File: config.mk
export PLATFORM = sky130hd
export DESIGN_NAME = ea_decode_sign_extend_saturate
export DESIGN_NICKNAME = d
export VERILOG_FILES = /design/src/include/ea_decode_pkg.sv /design/src/core/ea_decode_sign_extend_saturate.sv /design/src/core/ea_classify.sv /design/src/core/sxm_regfile.sv
export VERILOG_INCLUDE_DIRS = /design/src /design/src/include
export SDC_FILE = /design/constraint.sdc
export NUM_CORES = 1
export LEC_CHECK = 0
export BUFFER_PORTS_ARGS = -buffer_cell sky130_fd_sc_hd__buf_2
export CAP_MARGIN = 40
export CORE_ASPECT_RATIO = 0.8
export CORE_UTILIZATION = 38
export DETAILED_ROUTE_END_ITERATION = 7
export GPL_TIMING_DRIVEN = 0
export PLACE_DENSITY = 0.53
export RECOVER_POWER = 100
export SLEW_MARGIN = 20
export SYNTH_ARGS = -nofsm -noshare
export SYNTH_HDL_FRONTEND = slang
export SYNTH_SLANG_ARGS = --single-unit
File: constraint.sdc
create_clock -name mclk -period 3.2 [get_ports mclk]
set_clock_uncertainty 0.2 [all_clocks]
set_input_delay 0.64 -clock mclk [delete_from_list [all_inputs] [get_ports mclk]]
set_output_delay 0.64 -clock mclk [all_outputs]
set_load 0.005 [all_outputs]
File: src/include/ea_decode_map.svh
// Constants for the effective-address decoder and the sign-extend / saturate unit.
// Assumes a 16-bit opcode word and 32-bit data registers in the core datapath.
`ifndef EA_DECODE_MAP_SVH
`define EA_DECODE_MAP_SVH

`define EA_MODE_DREG 3'h0
`define EA_MODE_AREG 3'h1
`define EA_MODE_IND 3'h2
`define EA_MODE_POSTINC 3'h3
`define EA_MODE_PREDEC 3'h4
`define EA_MODE_DISP16 3'h5
`define EA_MODE_INDEX8 3'h6
`define EA_MODE_EXT 3'h7

`define EA_EXT_ABS_SHORT 3'h0
`define EA_EXT_ABS_LONG 3'h1
`define EA_EXT_PC_DISP16 3'h2
`define EA_EXT_PC_INDEX8 3'h3
`define EA_EXT_IMMEDIATE 3'h4

`define SXM_OPC_HI 4'h7
`define SXM_BIT_ONE 8
`define SXM_BIT_ZERO 7
`define SXM_SIZE_BIT 6
`define SAT_OPC_HI 13'h0990

`define SAT_NEG_MAX 32'h80000000
`define SAT_POS_MAX 32'h7FFFFFFF

`define FLAG_C 0
`define FLAG_V 1
`define FLAG_Z 2
`define FLAG_N 3
`define FLAG_X 4
`define FLAGS_RESET 5'h00

`endif

File: src/include/ea_decode_pkg.sv
// Types shared by the decoder and its execute stage.
// Assumes the constants header is included by the users.
package ea_decode_pkg;
    typedef enum logic [3:0] {
        EA_DREG, EA_AREG, EA_IND, EA_POSTINC, EA_PREDEC, EA_DISP16,
        EA_INDEX8, EA_PC_DISP16, EA_PC_INDEX8, EA_ABS_SHORT, EA_ABS_LONG,
        EA_IMMEDIATE, EA_INVALID
    } ea_mode_t;

    typedef enum logic [1:0] {
        OP_NONE, OP_SIGN_EXTEND_MOVE, OP_SIGNED_SATURATE, OP_ILLEGAL
    } op_kind_t;
endpackage

File: src/core/ea_decode_sign_extend_saturate.sv
// Decode and execute for sign-extend-move and signed-saturate, plus EA classification.
// Assumes the fetch stage presents one opcode word with a valid strobe and,
// for non register-direct sources, the already fetched source operand.
`timescale 1ns/100ps
`include "ea_decode_map.svh"

module ea_decode_sign_extend_saturate (
    // Clock and reset
    input wire logic mclk,
    input wire logic rst_n,
    // Instruction from fetch
    input wire logic op_valid,
    input wire logic [15:0] op_word,
    input wire logic [31:0] mem_operand,
    // Condition codes from the datapath
    input wire logic [4:0] condition_code_reg,
    // Address register value for An-direct source
    input wire logic [31:0] src_addr_reg,
    // Decode results
    output ea_decode_pkg::ea_mode_t ea_kind_q,
    output logic [5:0] ea_cat_q,
    output logic illegal_q,
    output logic busy_q,
    // Write-back
    output logic wb_valid_q,
    output logic [2:0] dest_data_reg_q,
    output logic [31:0] wb_data_q,
    output logic [4:0] flags_out_q
);
    // ----------------------------------------------------------------
    // Decode
    // ----------------------------------------------------------------
    ea_decode_pkg::ea_mode_t mode_kind;
    logic cat_data;
    logic cat_memory;
    logic cat_control;
    logic cat_alterable;
    logic cat_alt_memory;
    logic cat_data_alt;
    logic is_sxm;
    logic is_sat;
    logic sxm_src_ok;
    logic accept;

    ea_classify u_classify (
        .ea_mode(op_word[5:3]),
        .ea_reg(op_word[2:0]),
        .mode_kind(mode_kind),
        .cat_data(cat_data),
        .cat_memory(cat_memory),
        .cat_control(cat_control),
        .cat_alterable(cat_alterable),
        .cat_alt_memory(cat_alt_memory),
        .cat_data_alt(cat_data_alt)
    );

    assign is_sxm = (op_word[15:12] == `SXM_OPC_HI) && op_word[`SXM_BIT_ONE] &&
                    !op_word[`SXM_BIT_ZERO];
    assign is_sat = (op_word[15:3] == `SAT_OPC_HI);
    assign sxm_src_ok = cat_data;
    // anything else is accepted and EA-classified, but not executed
    assign accept = op_valid && !busy_q;

    // ----------------------------------------------------------------
    // Execute state
    // ----------------------------------------------------------------
    typedef enum logic [1:0] {ST_IDLE, ST_READ, ST_WRITE} st_t;
    st_t st_q;
    st_t st_d;
    ea_decode_pkg::op_kind_t kind_q;
    logic size_word_q;
    logic src_dreg_q;
    logic src_areg_q;
    logic [2:0] src_idx_q;
    logic [2:0] dst_idx_q;
    logic [31:0] mem_op_q;
    logic [31:0] areg_q;
    logic [4:0] flags_q;
    logic [31:0] rd_a;
    logic [31:0] rd_b;

    always_comb begin
        st_d = st_q;
        unique case (st_q)
            ST_IDLE: begin
                if (accept && ((is_sxm && sxm_src_ok) || is_sat)) begin
                    st_d = ST_READ;
                end
            end
            ST_READ: begin
                st_d = ST_WRITE;
            end
            ST_WRITE: begin
                st_d = ST_IDLE;
            end
        endcase
    end

    always_ff @(posedge mclk) begin
        if (!rst_n) begin
            st_q <= ST_IDLE;
        end else begin
            st_q <= st_d;
        end
    end

    always_ff @(posedge mclk) begin
        if (!rst_n) begin
            kind_q <= ea_decode_pkg::OP_NONE;
            size_word_q <= 1'b0;
            src_dreg_q <= 1'b0;
            src_areg_q <= 1'b0;
            src_idx_q <= 3'h0;
            dst_idx_q <= 3'h0;
            mem_op_q <= 32'h00000000;
            areg_q <= 32'h00000000;
            flags_q <= `FLAGS_RESET;
        end else if (st_q == ST_IDLE && accept) begin
            kind_q <= is_sat ? ea_decode_pkg::OP_SIGNED_SATURATE :
                      ea_decode_pkg::OP_SIGN_EXTEND_MOVE;
            size_word_q <= op_word[`SXM_SIZE_BIT];
            src_dreg_q <= (mode_kind == ea_decode_pkg::EA_DREG);
            src_areg_q <= (mode_kind == ea_decode_pkg::EA_AREG);
            src_idx_q <= op_word[2:0];
            dst_idx_q <= is_sat ? op_word[2:0] : op_word[11:9];
            mem_op_q <= mem_operand;
            areg_q <= src_addr_reg;
            flags_q <= condition_code_reg;
        end
    end

    sxm_regfile u_regfile (
        .mclk(mclk),
        .rst_n(rst_n),
        .wr_en(wb_valid_q),
        .wr_idx(dest_data_reg_q),
        .wr_data(wb_data_q),
        .rd_a_idx(src_idx_q),
        .rd_b_idx(dst_idx_q),
        .rd_a_q(rd_a),
        .rd_b_q(rd_b)
    );

    // ----------------------------------------------------------------
    // Datapath
    // ----------------------------------------------------------------
    logic [31:0] src_val;
    logic [31:0] sxm_res;
    logic [31:0] sat_res;
    logic sat_apply;
    logic [31:0] result;
    logic [4:0] flags_new;

    assign src_val = src_dreg_q ? rd_a : (src_areg_q ? areg_q : mem_op_q);
    assign sxm_res = size_word_q ? {{16{src_val[15]}}, src_val[15:0]} :
                     {{24{src_val[7]}}, src_val[7:0]};
    assign sat_apply = flags_q[`FLAG_V];
    assign sat_res = sat_apply ? (rd_b[31] ? `SAT_POS_MAX : `SAT_NEG_MAX) : rd_b;
    assign result = (kind_q == ea_decode_pkg::OP_SIGNED_SATURATE) ? sat_res : sxm_res;

    assign flags_new = {flags_q[`FLAG_X], result[31], (result == 32'h00000000), 1'b0, 1'b0};

    // ----------------------------------------------------------------
    // Outputs
    // ----------------------------------------------------------------
    always_ff @(posedge mclk) begin
        if (!rst_n) begin
            wb_valid_q <= 1'b0;
            dest_data_reg_q <= 3'h0;
            wb_data_q <= 32'h00000000;
            flags_out_q <= `FLAGS_RESET;
            busy_q <= 1'b0;
        end else begin
            wb_valid_q <= (st_q == ST_WRITE);
            busy_q <= (st_d != ST_IDLE);
            if (st_q == ST_WRITE) begin
                dest_data_reg_q <= dst_idx_q;
                wb_data_q <= result;
                flags_out_q <= flags_new;
            end
        end
    end

    always_ff @(posedge mclk) begin
        if (!rst_n) begin
            ea_kind_q <= ea_decode_pkg::EA_INVALID;
            ea_cat_q <= 6'h00;
            illegal_q <= 1'b0;
        end else begin
            illegal_q <= accept && (st_q == ST_IDLE) && is_sxm && !sxm_src_ok;
            if (accept) begin
                ea_kind_q <= mode_kind;
                ea_cat_q <= {cat_data_alt, cat_alt_memory, cat_alterable,
                             cat_control, cat_memory, cat_data};
            end
        end
    end
endmodule

File: src/core/ea_classify.sv
// Combinational effective-address mode decoder with category flags.
// Assumes the mode and register fields come straight from an opcode word.
`timescale 1ns/100ps
`include "ea_decode_map.svh"

module ea_classify (
    // Effective-address field
    input wire logic [2:0] ea_mode,
    input wire logic [2:0] ea_reg,
    // Decoded mode and categories
    output ea_decode_pkg::ea_mode_t mode_kind,
    output logic cat_data,
    output logic cat_memory,
    output logic cat_control,
    output logic cat_alterable,
    output logic cat_alt_memory,
    output logic cat_data_alt
);
    ea_decode_pkg::ea_mode_t ext_kind;
    logic is_reg_direct;
    logic is_ext;

    assign ext_kind = (ea_reg == `EA_EXT_ABS_SHORT) ? ea_decode_pkg::EA_ABS_SHORT :
                      (ea_reg == `EA_EXT_ABS_LONG) ? ea_decode_pkg::EA_ABS_LONG :
                      (ea_reg == `EA_EXT_PC_DISP16) ? ea_decode_pkg::EA_PC_DISP16 :
                      (ea_reg == `EA_EXT_PC_INDEX8) ? ea_decode_pkg::EA_PC_INDEX8 :
                      (ea_reg == `EA_EXT_IMMEDIATE) ? ea_decode_pkg::EA_IMMEDIATE :
                      ea_decode_pkg::EA_INVALID;

    assign mode_kind = (ea_mode == `EA_MODE_DREG) ? ea_decode_pkg::EA_DREG :
                       (ea_mode == `EA_MODE_AREG) ? ea_decode_pkg::EA_AREG :
                       (ea_mode == `EA_MODE_IND) ? ea_decode_pkg::EA_IND :
                       (ea_mode == `EA_MODE_POSTINC) ? ea_decode_pkg::EA_POSTINC :
                       (ea_mode == `EA_MODE_PREDEC) ? ea_decode_pkg::EA_PREDEC :
                       (ea_mode == `EA_MODE_DISP16) ? ea_decode_pkg::EA_DISP16 :
                       (ea_mode == `EA_MODE_INDEX8) ? ea_decode_pkg::EA_INDEX8 :
                       ext_kind;

    assign is_reg_direct = (mode_kind == ea_decode_pkg::EA_DREG) ||
                           (mode_kind == ea_decode_pkg::EA_AREG);
    assign is_ext = (ea_mode == `EA_MODE_EXT);

    assign cat_data = (mode_kind != ea_decode_pkg::EA_INVALID) &&
                      (mode_kind != ea_decode_pkg::EA_AREG);
    assign cat_memory = (mode_kind != ea_decode_pkg::EA_INVALID) && !is_reg_direct;
    assign cat_control = cat_memory &&
                         (mode_kind != ea_decode_pkg::EA_POSTINC) &&
                         (mode_kind != ea_decode_pkg::EA_PREDEC) &&
                         (mode_kind != ea_decode_pkg::EA_IMMEDIATE);
    assign cat_alterable = (mode_kind != ea_decode_pkg::EA_INVALID) && !is_ext;
    assign cat_alt_memory = cat_alterable && cat_memory;
    assign cat_data_alt = cat_data && cat_alterable;
endmodule

File: src/core/sxm_regfile.sv
// Eight 32-bit data registers, one write port and two registered read ports.
// Assumes one write per cycle; read data show the state before that write.
`timescale 1ns/100ps

module sxm_regfile (
    // Clock and reset
    input wire logic mclk,
    input wire logic rst_n,
    // Write port
    input wire logic wr_en,
    input wire logic [2:0] wr_idx,
    input wire logic [31:0] wr_data,
    // Read ports
    input wire logic [2:0] rd_a_idx,
    input wire logic [2:0] rd_b_idx,
    output logic [31:0] rd_a_q,
    output logic [31:0] rd_b_q
);
    logic [31:0] mem_q [8];

    genvar gi;
    generate
        for (gi = 0; gi < 8; gi++) begin : g_reg
            always_ff @(posedge mclk) begin
                if (!rst_n) begin
                    mem_q[gi] <= 32'h00000000;
                end else if (wr_en && (wr_idx == 3'(gi))) begin
                    mem_q[gi] <= wr_data;
                end
            end
        end
    endgenerate

    always_ff @(posedge mclk) begin
        if (!rst_n) begin
            rd_a_q <= 32'h00000000;
            rd_b_q <= 32'h00000000;
        end else begin
            rd_a_q <= mem_q[rd_a_idx];
            rd_b_q <= mem_q[rd_b_idx];
        end
    end
endmodule

# --- Yosys cells after proc, flatten, opt, wreduce, memory -nomap -nowiden ---
# Memory sizes are Yosys's and may differ from the RTL's. A register that Yosys moved wholly into a read port is not among the register bits.
# Index checks and enable logic that the tools add are counted.
word_totals:
  output_inout_bits: 53
  latch_bits: 0
  input_bits: 88
  ramBits: 256
  mem_count: 1
  regBits: 101
  rom_bits: 0
  word_cells: 151
classes:
  n_addsub: 0
  n_mul: 0
  shifts: 0
  n_bitwise: 8
  div: 0
  order_cmp: 0
  n_eq_ne: 29
  muxes: 55
  n_reduce_logical: 40
memory_table:
  columns: ["memory", "words", "width", "rd", "rd_ports_with_merged_regs", "wr", "line_no", "source"]
  rows:
  - ["u_regfile.mem_q", 8, 32, 2, 2, 8, "sxm_regfile.sv:19", "logic [31:0] mem_q [8];"]
op_table:
  columns: ["op", "count"]
  rows:
  - ["2-to-1 mux 32 bit", 12]
  - ["2-to-1 mux 4 bit", 11]
  - ["zero test 32 bit", 1]
  - ["2-to-1 mux 16 bit", 2]
  - ["equality test 3 bit, second input constant", 9]
  - ["2-to-1 mux 1 bit", 25]
  - ["logical AND 1 bit", 24]
  - ["equality test 3 x 2 -> 1 bit, second input constant", 6]
  - ["equality test 13 x 12 -> 1 bit, second input constant", 1]
  - ["equality test 3 x 1 -> 1 bit, second input constant", 3]
  - ["zero test 3 bit", 3]
  - ["inequality test 4 bit, second input constant", 2]
  - ["OR 1 bit", 8]
  - ["zero test 1 bit", 7]
  - ["2-to-1 mux 3 bit", 2]
  - ["case mux 2 bit (3 select lines)", 1]
  - ["equality test 2 bit, second input constant", 2]
  - ["equality test 4 x 1 -> 1 bit, second input constant", 1]
  - ["equality test 4 x 3 -> 1 bit, second input constant", 1]
  - ["zero test 4 bit", 1]
  - ["2-to-1 mux 2 bit", 2]
  - ["inequality test 4 x 1 -> 1 bit, second input constant", 1]
  - ["inequality test 4 x 2 -> 1 bit, second input constant", 1]
  - ["inequality test 4 x 3 -> 1 bit, second input constant", 1]
  - ["4 further kinds", 5]

# --- Longest topological paths before layout ---
logic_depth:
  word_depth: 21
  ltp_mapped: 9
  ltp_nobuf: 7

# --- By module ---
# From an unflattened synthesis, not the netlist that was laid out.
hier_totals:
  cells_unflattened: 1636
  area_unflattened_um2: 19905.3
by_module_without_submodules:
  columns: ["mod", "n_inst", "cells_each", "seq_area_each_um2", "area_each_um2"]
  rows:
  - ["sxm_regfile", 1, 1039, 8968.6, 15115.7]
  - ["ea_decode_sign_extend_saturate", 1, 572, 1941.9, 4657.0]
  - ["ea_classify", 1, 25, 0.0, 132.6]

# --- Worst setup path after synthesis ---
# Ideal clock, no wire load.
synth_path:
  kind: "input to register"
  from: "input rst_n"
  to: "memory u_regfile.mem_q[0][0], enable pin"
  path_buffers: 2
  t_arrival_ns: 1.708
  slack_ns: 0.814
  stages: 3
  required_time_ns: 2.522
  path_cell_list: "clkbuf_1 > clkbuf_1 > nand2_1"
synth_lines:
  columns: ["element", "line_no", "source"]
  rows:
  - ["start, declared", "ea_decode_sign_extend_saturate.sv:10", "input wire logic rst_n,"]
  - ["end, declared", "sxm_regfile.sv:19", null]

==> impl_metrics.ini <==
[place]
preCtsSetupSlack_ns = -0.183
portBuffers = 97
dp_hpwl_mm = 37.5
routabilityCongestion = 0.925

[clock_network]
clk_pin_slew_ns = 0.06
root_buffer = clkbuf_16
cts_buffers = 43
cts_buffer_depth = 3
clock_latency_ns = 0.58
cts_tree = yes
htreeDepth = 2
hold_buffers = 0
cts.sinks = 401

[timing]
max_freq_mhz = 337
finalSetupViolations = 0
post-route-min-period_ns = 2.97
hold_viol_final = 0
drv_slew = 0
worst_slack_ns = 0.230
tightest_slew_ns = 1.26
min_period_over_period = 0.928
rsz0062_at_grt = false
fin_hold_ws_ns = 0.108
slew_headroom = 0.157

[detailed_routing]
drt_iter0_drc = 1276
routed_wl_mm = 56.3
drtPass1Iterations = 5
drtAntennaViolNets = 0
post_drt_wl_per_cell_um = 25.1
dr_total_vias = 12100
viasPerCell = 5.40
drt_drc_violations_left = 0

[critical_path]
worst-path-stages = 3
timing.rr.end = u_regfile.mem_q[7][11]
crit_buf_inv = 1
arrival_ns = 2.95
r2r_slack_ns = 0.23
crit_required_ns = 3.18
startpoint_type = register
crit_family = simple AND/OR/NAND/NOR gates
criticalPathCategory = register to register
setup.worst_path.end_class = register
cp_cell_sequence = clkbuf_1, nand4_1, nand2_2
crit-reg2reg-launch = dest_data_reg_q[2]
cp_max_fo = 32
critPathMaxStageDelay_ns = 1.17
reg2reg_depth = 3
slowest_stage = nand2_2

[floorplan]
die_w_um = 245
pin_count = 141
die_h_um = 196
placeableCoreArea_mm2 = 0.0462
rows = 70
start_util = 0.389
die_area_mm2 = 0.0481

[power_and_ir_drop]
swShare = 0.233
p_clk_frac = 0.436
total_power_uw = 11900
p_switching_uw = 2770
peakVddDrop_uv = 328
pwr-share-comb = 0.078
powerDensity_mw_per_mm2 = 570
leakagePower_uw = 0.00730
power.share.sequential = 0.486
power.internal_uw = 9110

[final_layout]
drive_gt1_frac = 0.181
fill_cells = 4300
fin_nets = 1683
areaGrowthSynthToFinish_pct = 16.1
fin_util = 0.452

[synthesis]
synth_cell_types = 59
synth-seq-cells = 401
synth_top_area_frac = 0.428
yosys_warnings = 0
synthCells = 1432
synth_ff_type = edfxtp_1
synth_area_mm2 = 0.0180
ys_seq_area_frac = 0.590
synthArstFlopShare = 0
synth_top_area_cell = edfxtp_1
synth.area.top_cells = edfxtp_1 43%, dfxtp_1 16%, mux4_2 12%, and2_1 7.1%, mux2i_1 3.6%
synth_edf_count = 256
syn_avg_cell_area_um2 = 12.5

[hold_path]
min_from = mem_operand[10]
whs_endpoint = mem_op_q[10]
hold_depth = 3
hp-class = primary input to register

[run_status]
outcome = finished clean

[run]
cap_violations = 0

[global_routing]
grt_overflow_total = 0
grt_pass1_wl_mm = 81.2
grt_max_degree = 33
grtUsageTotal = 0.236
antenna_found_initial = 1
first_global_vias = 11800
## Yosys cell counts, types with 7 or more instances
cell        n
nand3_1    14
buf_1       7
dfxtp_1   145
o21ai_0    27
mux4_2     96
a22oi_1     7
and2_1    203
inv_1       8
nor2b_1    26
mux2i_1    65
nand2b_1   37
nor2_1    145
edfxtp_1  256
o211ai_1   12
nand2_1   123
buf_2      15
clkbuf_1   80
a21oi_1    82
a211oi_1    7
## worst max path at each step
stage / startpoint / to / slack [ns]
3_5_place_dp: rst_n / u_regfile.mem_q[0][29] / -0.18
2_1_floorplan: rst_n / u_regfile.mem_q[0][0] / 0.81
4_1_cts: wb_valid_q / u_regfile.mem_q[0][27] / 0.08
3_3_place_gp: rst_n / u_regfile.mem_q[6][5] / -0.77
5_1_grt: wb_valid_q / u_regfile.mem_q[0][27] / 0.06
6_report: dest_data_reg_q[2] / u_regfile.mem_q[7][11] / 0.23
## cells in the final DEF, fill, tap and decap left out, types with 26 or more instances in the layout
| cell type | count |
|---|---|
| edfxtp_1 | 256 |
| mux2i_1 | 65 |
| mux4_2 | 96 |
| nand2b_1 | 38 |
| and2_1 | 115 |
| nor2_1 | 140 |
| nand2_1 | 115 |
| o21ai_0 | 27 |
| nor2b_1 | 26 |
| clkbuf_16 | 45 |
| clkbuf_1 | 117 |
| buf_2 | 86 |
| a21oi_1 | 82 |
| dfxtp_1 | 145 |
| and2_0 | 88 |
## metrics by stage
step	std cells	area (µm²)	setup TNS, ns
3_3_place_gp	2142	19200	-193.78
2_1_floorplan	1433	18000	0
6_report	2240	20900	0
3_5_place_dp	2155	19400	-11.51
4_1_cts	2234	20900	0
5_1_grt	2238	20900	0
## timing repair
| action | in CTS | in global routing |
|---|---|---|
| resized for setup | 1 | 8 |
| endpoints found under the setup margin | 9 | 87 |
| setup buffers | 0 | 0 |
| pin swaps | 0 | 0 |
| gates cloned | 0 | 0 |
## sequential cells by signal (all words and copies together) (netlist names)
signal	flops
dst_idx_q	3
u_regfile.rd_b_q	32
flags_q	2
flags_out_q	3
mem_op_q	16
ea_kind_q	4
st_q	2
busy_q	1
wb_data_q	31
u_regfile.rd_a_q	16
src_areg_q	1
u_regfile.mem_q	256
kind_q	2
areg_q	16
dest_data_reg_q	3
ea_cat_q	6
size_word_q	1
illegal_q	1
src_idx_q	3
wb_valid_q	1
src_dreg_q	1
## power by group through the flow
stage	sequential [µW]	combinational, µW	clock [µW]
6_report	5780	927	5180
5_1_grt	5800	986	5470
4_1_cts	5780	927	5240
3_5_place_dp	5890	924	0
3_3_place_gp	5890	893	0
2_1_floorplan	5850	573	0
## area by class of cell
type	count	area, µm²	area share
Clock buffer	61	1220	0.0585
Buffer	106	437	0.0209
Inverter	10	37.5	0.00180
Sequential cell	401	10600	0.508
Multi-Input combinational cell	916	6940	0.333
Timing Repair Buffer	114	648	0.0311
Antenna cell	2	5.00	0.000240
Tap cell	612	766	0.0367
Clock inverter	18	215	0.0103
## metal layers
| metal | GRT usage | up-vias | wire (µm) |
|---|---|---|---|
| met5 | 0 | - | 0 |
| met4 | 0.0549 | 0 | 1020 |
| met3 | 0.0502 | 77 | 4690 |
| met2 | 0.335 | 471 | 23700 |
| met1 | 0.364 | 6047 | 26900 |
| li1 | - | 5493 | - |
## tightest hold or removal path: stages
cell and delay (ns):
buf_2 0.10, nand2_1 0.05, a21oi_1 0.05
## cells by family after synthesis
logic type | after synthesis | synth area share
AND/OR/NAND/NOR | 570 | 0.161
flip-flops | 401 | 0.590
AO/OA/AOI/OAI | 173 | 0.0597
multiplexers | 167 | 0.161
buffers and inverters | 116 | 0.0263
adder cells (fa/ha/maj) | 3 | 0.00209
other | 1 | 0.000209
XOR/XNOR | 1 | 0.000488
(Power assumes the default switching activity.)
